File: src/hw/clb_defs.vh
// constants for the base-configuration link serializer
`ifndef CLB_DEFS_VH
`define CLB_DEFS_VH

// bits per lane per pixel word, and lane count
`define CLB_SLOTS        7
`define CLB_LAST_SLOT    3'h6
`define CLB_LANES        4

// link clock is 7x the pixel clock
`define CLB_LINK_MULT    7

// camera data clock divide ratios (clocks per pixel)
`define CLB_CPP_SINGLE   16
`define CLB_CPP_DUAL     7
`define CLB_CPP_BYTE     4

// pixel modes
`define CLB_MODE_8       3'h0
`define CLB_MODE_10      3'h1
`define CLB_MODE_12      3'h2
`define CLB_MODE_14      3'h3
`define CLB_MODE_16      3'h4
`define CLB_MODE_RGB     3'h5

// forwarded clock shape, first slot in bit 6
`define CLB_CLK_PATTERN  7'h63

// buffer word: {dval, fval, lval, data[23:0]}
`define CLB_WORD_W       27
`define CLB_DATA_W       24
`define CLB_W_DVAL       26
`define CLB_W_FVAL       25
`define CLB_W_LVAL       24

// reset values
`define CLB_RST_WORD     27'h000_0000
`define CLB_RST_SLOT     3'h0
`define CLB_RST_MODE     3'h3
`define CLB_RST_TAPS     2'h1

`endif

File: src/hw/clb_pixel_buffer.v
// two-entry pixel buffer with valid/ready on both sides
`timescale 1ns/1ps
`include "clb_defs.vh"

module clb_pixel_buffer (
  // clock and reset
  input  wire                      mclk,
  input  wire                      nrst,
  // fill side
  input  wire                      inValid,
  output wire                      inReady,
  input  wire [`CLB_WORD_W-1:0]    inWord,
  // drain side
  output wire                      outValid,
  input  wire                      outReady,
  output wire [`CLB_WORD_W-1:0]    outWord
);

  reg [`CLB_WORD_W-1:0] head_q;
  reg [`CLB_WORD_W-1:0] tail_q;
  reg [1:0]             count_q;
  reg [1:0]             count_d;
  reg                   inRdy_q;
  reg                   outVld_q;
  wire                  push;
  wire                  pop;

  assign push     = inValid & inRdy_q;
  assign pop      = outVld_q & outReady;
  assign inReady  = inRdy_q;
  assign outValid = outVld_q;
  assign outWord  = head_q;

  always @* begin
    count_d = count_q;
    if (push && !pop) begin
      count_d = count_q + 2'h1;
    end else if (pop && !push) begin
      count_d = count_q - 2'h1;
    end
  end

  always @(posedge mclk or negedge nrst) begin
    if (!nrst) begin
      head_q   <= `CLB_RST_WORD;
      tail_q   <= `CLB_RST_WORD;
      count_q  <= 2'h0;
      inRdy_q  <= 1'b0;
      outVld_q <= 1'b0;
    end else begin
      count_q  <= count_d;
      inRdy_q  <= (count_d != 2'h2);
      outVld_q <= (count_d != 2'h0);
      if (push && !pop) begin
        if (count_q == 2'h0) begin
          head_q <= inWord;
        end else begin
          tail_q <= inWord;
        end
      end else if (pop && !push) begin
        head_q <= tail_q;
      end else if (push && pop) begin
        // one held: new word becomes head
        head_q <= inWord;
      end
    end
  end

endmodule // clb_pixel_buffer

File: src/hw/clb_lane_shifter.v
// 7:1 parallel-in serial-out shifter for one lane
`timescale 1ns/1ps
`include "clb_defs.vh"

module clb_lane_shifter (
  // clock and reset
  input  wire                    mclk,
  input  wire                    nrst,
  // parallel side
  input  wire                    load,
  input  wire [`CLB_SLOTS-1:0]   slots,
  // serial side
  output wire                    serOut
);

  reg [`CLB_SLOTS-1:0] shift_q;
  reg                  ser_q;

  assign serOut = ser_q;

  always @(posedge mclk or negedge nrst) begin
    if (!nrst) begin
      shift_q <= 7'h00;
      ser_q   <= 1'b0;
    end else if (load) begin
      // slot 0 sits in bit 6 and leaves first
      ser_q   <= slots[6];
      shift_q <= {slots[5:0], 1'b0};
    end else begin
      ser_q   <= shift_q[6];
      shift_q <= {shift_q[5:0], 1'b0};
    end
  end

endmodule // clb_lane_shifter

File: src/hw/clb_serializer.v
// base-configuration link transmitter: port mapping and 7:1 lanes
`timescale 1ns/1ps
`include "clb_defs.vh"

module clb_serializer (
  // clock and reset (mclk is the 7x link clock)
  input  wire                      mclk,
  input  wire                      nrst,
  // mode selection, applied at frame start
  input  wire [2:0]                pixMode,
  input  wire [1:0]                tapCount,
  // pixel stream from the capture side
  input  wire                      pixValid,
  output wire                      pixReady,
  input  wire [`CLB_DATA_W-1:0]    pixData,
  input  wire                      pixFval,
  input  wire                      pixLval,
  input  wire                      pixDval,
  // link lanes
  output wire [`CLB_LANES-1:0]     laneOut,
  output wire                      linkClkOut,
  // status
  output wire [2:0]                activeMode,
  output wire                      underrun
);

  //////////////////////////////////////////////////////////////////////////
  // buffer: every word enters, valid or not

  wire [`CLB_WORD_W-1:0] inWord;
  wire [`CLB_WORD_W-1:0] bufWord;
  wire                   bufValid;
  wire                   bufPop;

  assign inWord = {pixDval, pixFval, pixLval, pixData};

  clb_pixel_buffer uBuf (
    .mclk     (mclk),
    .nrst     (nrst),
    .inValid  (pixValid),
    .inReady  (pixReady),
    .inWord   (inWord),
    .outValid (bufValid),
    .outReady (bufPop),
    .outWord  (bufWord)
  );

  //////////////////////////////////////////////////////////////////////////
  // pixel slot counter

  reg  [2:0] slot_q;
  reg  [2:0] slot_d;
  wire       wordEdge;

  always @* begin
    if (slot_q == `CLB_LAST_SLOT) begin
      slot_d = `CLB_RST_SLOT;
    end else begin
      slot_d = slot_q + 3'h1;
    end
  end

  assign wordEdge = (slot_q == `CLB_LAST_SLOT);
  assign bufPop   = wordEdge;

  always @(posedge mclk or negedge nrst) begin
    if (!nrst) begin
      slot_q <= `CLB_RST_SLOT;
    end else begin
      slot_q <= slot_d;
    end
  end

  //////////////////////////////////////////////////////////////////////////
  // mode latch: change only on a frame-start word, avoids torn frames

  reg  [2:0] mode_q;
  reg  [1:0] taps_q;
  reg  [2:0] modeNow;
  reg  [1:0] tapsNow;
  wire       frameStart;

  assign frameStart = wordEdge & bufValid & bufWord[`CLB_W_FVAL];

  always @* begin
    modeNow = mode_q;
    tapsNow = taps_q;
    if (frameStart) begin
      modeNow = pixMode;
      tapsNow = tapCount;
    end
  end

  always @(posedge mclk or negedge nrst) begin
    if (!nrst) begin
      mode_q <= `CLB_RST_MODE;
      taps_q <= `CLB_RST_TAPS;
    end else begin
      mode_q <= modeNow;
      taps_q <= tapsNow;
    end
  end

  assign activeMode = mode_q;

  //////////////////////////////////////////////////////////////////////////
  // port mapping: pixel bits onto {C, B, A}

  function [23:0] mapPorts;
    input [2:0]  mode;
    input [1:0]  taps;
    input [23:0] d;
    reg   [7:0]  pa;
    reg   [7:0]  pb;
    reg   [7:0]  pc;
    begin
      pa = 8'h00;
      pb = 8'h00;
      pc = 8'h00;
      case (mode)
        `CLB_MODE_8: begin
          pa = d[7:0];
          if (taps >= 2'h2) begin
            pb = d[15:8];
          end
          if (taps == 2'h3) begin
            pc = d[23:16];
          end
        end
        `CLB_MODE_10: begin
          pa = d[7:0];
          pb = {6'h00, d[9:8]};
          if (taps >= 2'h2) begin
            pc = d[19:12];
            pb = {2'h0, d[21:20], 2'h0, d[9:8]};
          end
        end
        `CLB_MODE_12: begin
          pa = d[7:0];
          pb = {4'h0, d[11:8]};
          if (taps >= 2'h2) begin
            pc = d[19:12];
            pb = {d[23:20], d[11:8]};
          end
        end
        `CLB_MODE_14: begin
          pa = d[7:0];
          pb = {2'h0, d[13:8]};
        end
        `CLB_MODE_16: begin
          pa = d[7:0];
          pb = d[15:8];
        end
        `CLB_MODE_RGB: begin
          pa = d[7:0];
          pb = d[15:8];
          pc = d[23:16];
        end
        default: begin
          pa = 8'h00;
        end
      endcase
      mapPorts = {pc, pb, pa};
    end
  endfunction

  //////////////////////////////////////////////////////////////////////////
  // lane slot packing, slot 0 in bit 6

  reg  [7:0] portA;
  reg  [7:0] portB;
  reg  [7:0] portC;
  reg        sDval;
  reg        sFval;
  reg        sLval;
  reg  [6:0] x0;
  reg  [6:0] x1;
  reg  [6:0] x2;
  reg  [6:0] x3;
  reg  [23:0] mapped;

  always @* begin
    mapped = 24'h00_0000;
    sDval  = 1'b0;
    sFval  = 1'b0;
    sLval  = 1'b0;
    if (bufValid) begin
      mapped = mapPorts(modeNow, tapsNow, bufWord[`CLB_DATA_W-1:0]);
      sDval  = bufWord[`CLB_W_DVAL];
      sFval  = bufWord[`CLB_W_FVAL];
      sLval  = bufWord[`CLB_W_LVAL];
    end
    portA = mapped[7:0];
    portB = mapped[15:8];
    portC = mapped[23:16];
    x0 = {portB[0], portA[5], portA[4], portA[3], portA[2], portA[1], portA[0]};
    x1 = {portC[1], portC[0], portB[5], portB[4], portB[3], portB[2], portB[1]};
    x2 = {sDval, sFval, sLval, portC[5], portC[4], portC[3], portC[2]};
    x3 = {1'b0, portC[7], portC[6], portB[7], portB[6], portA[7], portA[6]};
  end

  //////////////////////////////////////////////////////////////////////////
  // serial lanes and forwarded clock

  wire [6:0] laneSlots [0:`CLB_LANES];
  wire [`CLB_LANES:0] serBits;

  assign laneSlots[0] = x0;
  assign laneSlots[1] = x1;
  assign laneSlots[2] = x2;
  assign laneSlots[3] = x3;
  assign laneSlots[4] = `CLB_CLK_PATTERN;

  genvar g;
  generate
    for (g = 0; g <= `CLB_LANES; g = g + 1) begin : gLane
      clb_lane_shifter uSh (
        .mclk   (mclk),
        .nrst   (nrst),
        .load   (wordEdge),
        .slots  (laneSlots[g]),
        .serOut (serBits[g])
      );
    end
  endgenerate

  assign laneOut    = serBits[`CLB_LANES-1:0];
  assign linkClkOut = serBits[`CLB_LANES];

  //////////////////////////////////////////////////////////////////////////
  // underrun: a word slot found the buffer empty, idle word sent

  reg underrun_q;

  always @(posedge mclk or negedge nrst) begin
    if (!nrst) begin
      underrun_q <= 1'b0;
    end else if (wordEdge) begin
      underrun_q <= ~bufValid;
    end
  end

  assign underrun = underrun_q;

endmodule // clb_serializer

File: config.mk
export PLATFORM = sky130hd
export DESIGN_NAME = clb_serializer
export DESIGN_NICKNAME = d
export VERILOG_FILES = /design/src/hw/clb_pixel_buffer.v /design/src/hw/clb_lane_shifter.v /design/src/hw/clb_serializer.v
export VERILOG_INCLUDE_DIRS = /design/src /design/src/hw
export SDC_FILE = /design/constraint.sdc
export NUM_CORES = 1
export LEC_CHECK = 0
export ABC_AREA = 1
export BUFFER_PORTS_ARGS = -buffer_cell sky130_fd_sc_hd__buf_2
export CAP_MARGIN = 25
export CORE_ASPECT_RATIO = 0.7
export CORE_MARGIN = 8
export CORE_UTILIZATION = 59
export CTS_CLUSTER_DIAMETER = 80
export DETAILED_ROUTE_END_ITERATION = 10
export GPL_TIMING_DRIVEN = 1
export PLACE_DENSITY = 0.79
export SLEW_MARGIN = 20
export SYNTH_ARGS = -nofsm -noshare
export SYNTH_HDL_FRONTEND = slang
export SYNTH_SLANG_ARGS = --single-unit
File: constraint.sdc
create_clock -name mclk -period 1.7 [get_ports mclk]
set_clock_uncertainty 0.05 [all_clocks]
set_input_delay 0.17 -clock mclk [delete_from_list [all_inputs] [get_ports mclk]]
set_output_delay 0.17 -clock mclk [all_outputs]
set_load 0.02 [all_outputs]
Yosys cells after proc, flatten, opt, wreduce, memory -nomap -nowiden
Cells that the tools add are included.
{ "word_totals": {"regBits": 107, "word_cells": 82, "output_inout_bits": 10, "in_bits": 35} }
{ "op_classes": {"n_reduce_logical": 14, "magnitude_cmp": 1, "n_mux": 31, "n_eq_ne": 9, "addsub": 3, "n_bitwise": 5} }
{ "ops": {"columns": ["cell", "n"], "rows": [
  ["two-way mux 27 bit", 4],
  ["two-way mux 8 bit", 5],
  ["case mux 8 bit (5 select lines)", 1],
  ["two-way mux 7 bit", 5],
  ["two-way mux 24 bit", 1],
  ["case mux 8 bit (3 select lines)", 1],
  ["== test 3 bit (second input constant)", 3],
  ["two-way mux 1 bit", 8],
  ["== test 3 x 2 -> 1 bit (second input constant)", 2],
  ["two-way mux 2 bit", 3],
  ["two-way mux 3 bit", 2],
  ["two-way mux 6 bit", 1],
  ["OR reduction 6 bit", 1],
  ["!= test 2 bit (second input constant)", 2],
  ["AND reduction 2 bit", 2],
  ["OR reduction 2 bit", 2],
  ["adder 3 x 1 -> 3 bit (second input constant)", 1],
  ["bitwise AND 1 bit", 3],
  ["== test 3 x 1 -> 1 bit (second input constant)", 1],
  ["logical AND 1 bit", 3],
  ["zero test 3 bit", 1],
  ["nonzero test 3 bit", 1],
  ["adder 2 x 1 -> 2 bit (second input constant)", 1],
  ["== test 2 bit (second input constant)", 1],
  ["other kinds (6)", 8]
]} }

Depth between registers and ports, before layout
{ "depth": {"ltp_word": 9, "depth_mapped": 13} }

By module
A second synthesis with hierarchy kept.
{ "hier_totals": {"hier_cells": 666, "hier_area_um2": 5240.0} }
{ "by_module_without_submodules": {"columns": ["module", "cells_per_inst", "area_per_inst_um2", "n_inst"], "rows": [
  ["clb_pixel_buffer", 315, 2685.1, 1],
  ["clb_lane_shifter", 29, 259.0, 5],
  ["clb_serializer", 206, 1260.0, 1]
]} }

Worst setup path after synthesis
Ideal clock, no wire load.
{ "synth_timing": {"path_kind": "reg-to-reg", "startpoint": "reg uBuf.inRdy_q (netlist: uBuf.inReady)", "endpoint": "reg uBuf.tail_q[0]", "t_arrival_ns": 1.595, "path_stages_with_launch": 8, "slack_ns": -0.070, "n_path_buf": 2, "setup_ns": 0.125, "path_cell_list": "dfrtp_1 -> nand2_1 -> inv_1 -> nand2_1 -> or2_1 -> buf_6 -> buf_6 -> mux2_4"} }
{ "synth_via": {"elab_chain_cells": 3} }
{ "synth_lines": {"columns": ["item", "line_no", "source"], "rows": [
  ["start, declared", "clb_pixel_buffer.v:23", "reg inRdy_q;"],
  ["start signal, assigned", "clb_pixel_buffer.v:52", "inRdy_q <= (count_d != 2'h2);"],
  ["bitwise AND 1 bit", "clb_pixel_buffer.v:28", "assign push = inValid & inRdy_q;"],
  ["logical AND 1 bit", "clb_pixel_buffer.v:54", "if (push && !pop) begin"],
  ["AND reduction 2 bit (no line)", null, null],
  ["end signal, assigned", "clb_pixel_buffer.v:46", "tail_q <= `CLB_RST_WORD;"],
  ["end signal, assigned", "clb_pixel_buffer.v:58", "tail_q <= inWord;"],
  ["end, declared", "clb_pixel_buffer.v:20", "reg [`CLB_WORD_W-1:0] tail_q;"]
]} }
Every way passes these cells.
A chain may end at the register's enable or synchronous reset.

Final worst setup path
{ "layout_timing": {"startpoint": "reg slot_q[1]", "endpoint": "reg gLane[1].uSh.shift_q[6]"} }
{ "layout_via": {"elab_chain_cells": 9, "elab_cells_between_ends": 17} }
{ "layout_lines": {"columns": ["item", "line_no", "source"], "rows": [
  ["start, declared", "clb_serializer.v:51", "reg [2:0] slot_q;"],
  ["start signal, assigned", "clb_serializer.v:68", "slot_q <= `CLB_RST_SLOT;"],
  ["start signal, assigned", "clb_serializer.v:70", "slot_q <= slot_d;"],
  ["== test 3 bit (no line) *", null, null],
  ["bitwise AND 1 bit (2 in series)", "clb_serializer.v:83", "assign frameStart = wordEdge & bufValid & bufWord[`CLB_W_FVAL];"],
  ["two-way mux 2 bit / two-way mux 3 bit (equally long branches)", "clb_serializer.v:88", "if (frameStart) begin"],
  ["greater-or-equal comparator 2 bit, or another cell as far along", "clb_serializer.v:133, clb_serializer.v:141", null],
  ["two-way mux 8 bit / OR reduction 2 bit (equally long branches)", null, null],
  ["case mux 8 bit (3 select lines)", null, null],
  ["two-way mux 24 bit", "clb_serializer.v:187", "if (bufValid) begin"],
  ["two-way mux 7 bit *", "clb_lane_shifter.v:25", "end else if (load) begin"],
  ["end signal, assigned", "clb_lane_shifter.v:28", "shift_q <= {slots[5:0], 1'b0};"],
  ["end signal, assigned", "clb_lane_shifter.v:31", "shift_q <= {shift_q[5:0], 1'b0};"],
  ["end, declared", "clb_lane_shifter.v:16", "reg [`CLB_SLOTS-1:0] shift_q;"]
]} }
Every way passes the cells marked *; elsewhere a longest branch is shown, timed or not.

==> flow_summary.yaml <==
power_and_ir_drop:
  vdd_ir_drop_max_v: 0.000921
  combinationalPowerShare_pct: 38.6
  intPower_mw: 6.27
  seqPwrFrac_pct: 40.5
  switching_share_pct: 35.5
  p_sw_mw: 3.45
  cellPowerDensity_nw_per_um2: 1720
  clkPwrFrac_pct: 20.9
  p_leak_nw: 2.89
floorplanning:
  rows: 27
  die_h_um: 91.1
  die_w_um: 123
  core_sq_um: 7840
  num_io_pins: 45
  die-area_sq_um: 11200
  initial_core_util_pct: 60.7
clock_network:
  clock_path_buffers: 2
  root_buffer: "clkbuf_16"
  clock-sinks: 102
  cts_tree: "yes"
  clock_latency_ps: 350
  numCtsBuffers: 9
  clk_pin_slew_worst_paths_ps: 70
  htree_levels: 3
sta:
  timing.fmax_mhz: 575
  post-route-worst-setup-slack_ps: -40.5
  rsz0062_at_grt: "true"
  setup_viol: 7
  finalHoldViolCount: 0
  finalCritPeriodShare_pct: 102
  drv_slew: 0
  max_slew.worst_pin.slew_ps: 422
  slew_headroom_pct: 71.9
  finalCriticalPeriod_ps: 1740
worst_setup_path:
  path_delay_family: "simple AND/OR/NAND/NOR gates"
  path_max_fanout: 11
  critical_path.max_stage_delay_ps: 360
  crit_path_end_kind: "flop"
  critPathSlowestCell: "dfrtp_1"
  cp_num_buf_inv: 2
  cp_common_cell: "nand2_1"
  crit_chain: "nand2_2 > nor2_4 > buf_12 > nand3b_2 > nand2_4 > nand2_4 > nor2_4 > buf_12 > nand2_1 > nand3_2 > nand2_1 > nand2_1"
  cp-start-kind: "flop"
  crit_arrival_ps: 1970
  critPathKind: "reg2reg"
  crit_required_ps: 1930
synthesis:
  ys_ff_latch: 102
  synthCells: 485
  yosys_warnings: 0
  yosysUniqueCellTypes: 37
  ys_seq_area_share_pct: 53.7
  avgSynthCellArea_sq_um: 9.81
  syn_area_sq_um: 4760
  synthesis.nets: 521
detailed_routing:
  vias_per_cell: 5.46
  drt_first_pass_iters: 5
  drc: 0
  post_drt_wl_per_cell_um: 15.9
  ant_nets: 0
  routed_wl_mm: 10.3
  via_count: 3547
  drt_iter0_drc: 284
grt:
  grt_usage_pct: 19.1
  grt_util_met1_pct: 25.7
  grt_pass1_wl_mm: 17.0
  grt_max_degree: 44
  grtUsageMet2_pct: 29.0
  grt_busiest_layer: "met2"
  grt_pass1_vias: 3568
  antenna_found_initial: 0
  use_met3_pct: 4.95
  grt-ovfl-total: 0
final_layout:
  syn_to_final_growth_pct: 18.6
  fillCellCount: 576
  fin_cells: 650
  fin_util_pct: 72.0
  drive_gt1_share_pct: 31.0
  nets: 582
  num_antenna_cells: 0
run:
  drv_cap: 0
placed_design:
  dp_cells: 630
  portBuffers: 44
  globalplace.congestion: 0.961
  dp_hpwl_mm: 7.03
status:
  status: "complete, but fails checks"
  violations: "setup timing"
min_path:
  hold_class: "in2reg"
-- cells by family (layout without fill, tap and decap cells) --
kind of cell	Yosys count	after routing	synth area share [%]
AND/OR/NAND/NOR	215	215	21.9
flip-flops	102	102	53.7
buffers and inverters	70	134	7.18
AO/OA/AOI/OAI	69	69	8.76
multiplexers	27	27	7.97
adder cells (fa/ha/maj)	1	1	0.263
XOR/XNOR	1	1	0.184
-- what timing repair did --
| item | in CTS | in global routing |
|---|---|---|
| hold endpoints to repair | 28 | 0 |
| endpoints found under the setup margin | 22 | 70 |
| setup buffers | 4 | 0 |
| hold buffers | 1 | 0 |
| gates resized for setup | 7 | 16 |
| gates cloned | 0 | 1 |
| pin swaps | 1 | 0 |
-- Yosys cell counts, drive strengths merged --
cell type,number,area (sq um)
a21oi,2,25.0
buf,15,129
clkbuf,9,33.8
clkinv,1,5.00
dfrtp,99,2480
dfstp,3,78.8
ha,1,12.5
inv,45,174
mux2,27,379
nand2,118,548
nand3,30,173
nand3b,2,31.3
nor2,60,259
o211ai,1,7.51
o21ai,44,246
o22ai,22,138
or2,5,31.3
xor2,1,8.76
-- layout by cell type (no fill, tap or decap), drive strengths merged, types with 2 or more instances in the layout --
| cell type | n |
|---|---|
| clkinv | 2 |
| o22ai | 22 |
| inv | 45 |
| or2 | 5 |
| nor2 | 60 |
| nand3 | 30 |
| buf | 72 |
| dfstp | 3 |
| a21oi | 2 |
| clkbuf | 12 |
| dfrtp | 99 |
| o21ai | 44 |
| nand2 | 118 |
| nand3b | 2 |
| mux2 | 27 |
-- path summary, 6_finish.rpt --
check	start	endpoint	slack, ps	cells after the start
max	slot_q[1]$_DFF_PN0_	gLane[1].uSh.shift_q[6]$_DFF_PN0_	-40	12
min	pixData[1]	uBuf.tail_q[1]$_DFFE_PN0P_	10	2
max reg2reg	slot_q[1]$_DFF_PN0_	gLane[1].uSh.shift_q[6]$_DFF_PN0_	-40	12
min reg2reg	gLane[1].uSh.shift_q[2]$_DFF_PN0_	gLane[1].uSh.shift_q[3]$_DFF_PN0_	390	2
max in group asynchronous	nrst	uBuf.outWord[2]$_DFFE_PN0P_	770	3
min in group asynchronous	nrst	uBuf.outWord[26]$_DFFE_PN0P_	260	2
-- flip-flops by register name (all words and copies together), names as in the netlist --
name,count
uBuf.outWord,27
underrun,1
uBuf.tail_q,27
gLane.uSh.shift_q,30
activeMode,3
uBuf.outValid,1
slot_q,3
uBuf.count_q,2
gLane.uSh.serOut,5
uBuf.inReady,1
taps_q,2
-- metrics by stage --
step | setup TNS (ps) | setup slack [ps] | instance area (sq um) | power (mW) | hold slack [ps]
final | -110 | -40.5 | 5640 | 9.72 | 13.8
after global routing | -2650 | -158 | 5640 | 10.3 | 10.0
after CTS | -27.1 | -15.0 | 5560 | 9.57 | 4.09
after detailed placement | -573 | -76.4 | 5190 | 7.40 | 85.3
after global placement | 0 | 22.5 | 5190 | 7.23 | 77.3
after floorplan | 0 | 43.8 | 4760 | 6.51 | -176
-- layout make-up --
cell class              count  area [sq um]  area share (%)
flip-flops and latches    102          2560            45.3
clock buffers              11           243            4.30
well taps                 101           126            2.24
clock inverters             3          46.3           0.821
multi-input cells         313          1920            34.0
inverters                  46           186            3.30
repair buffers             74           567            10.0
-- layer usage --
layer,wire length [um],up-vias
met3,694,15
met1,4560,1749
met2,4920,105
li1,-,1678
met5,0,-
met4,145,0
-- power groups by stage --
stage | registers (mW) | clock network, mW | logic [mW]
after CTS | 3.93 | 2.07 | 3.57
after global routing | 4.02 | 2.15 | 4.11
after floorplan | 3.88 | 0 | 2.64
after global placement | 3.91 | 0 | 3.32
after detailed placement | 3.95 | 0 | 3.45
final | 3.94 | 2.03 | 3.75
Note: power is estimated with default switching activity, not from simulation.
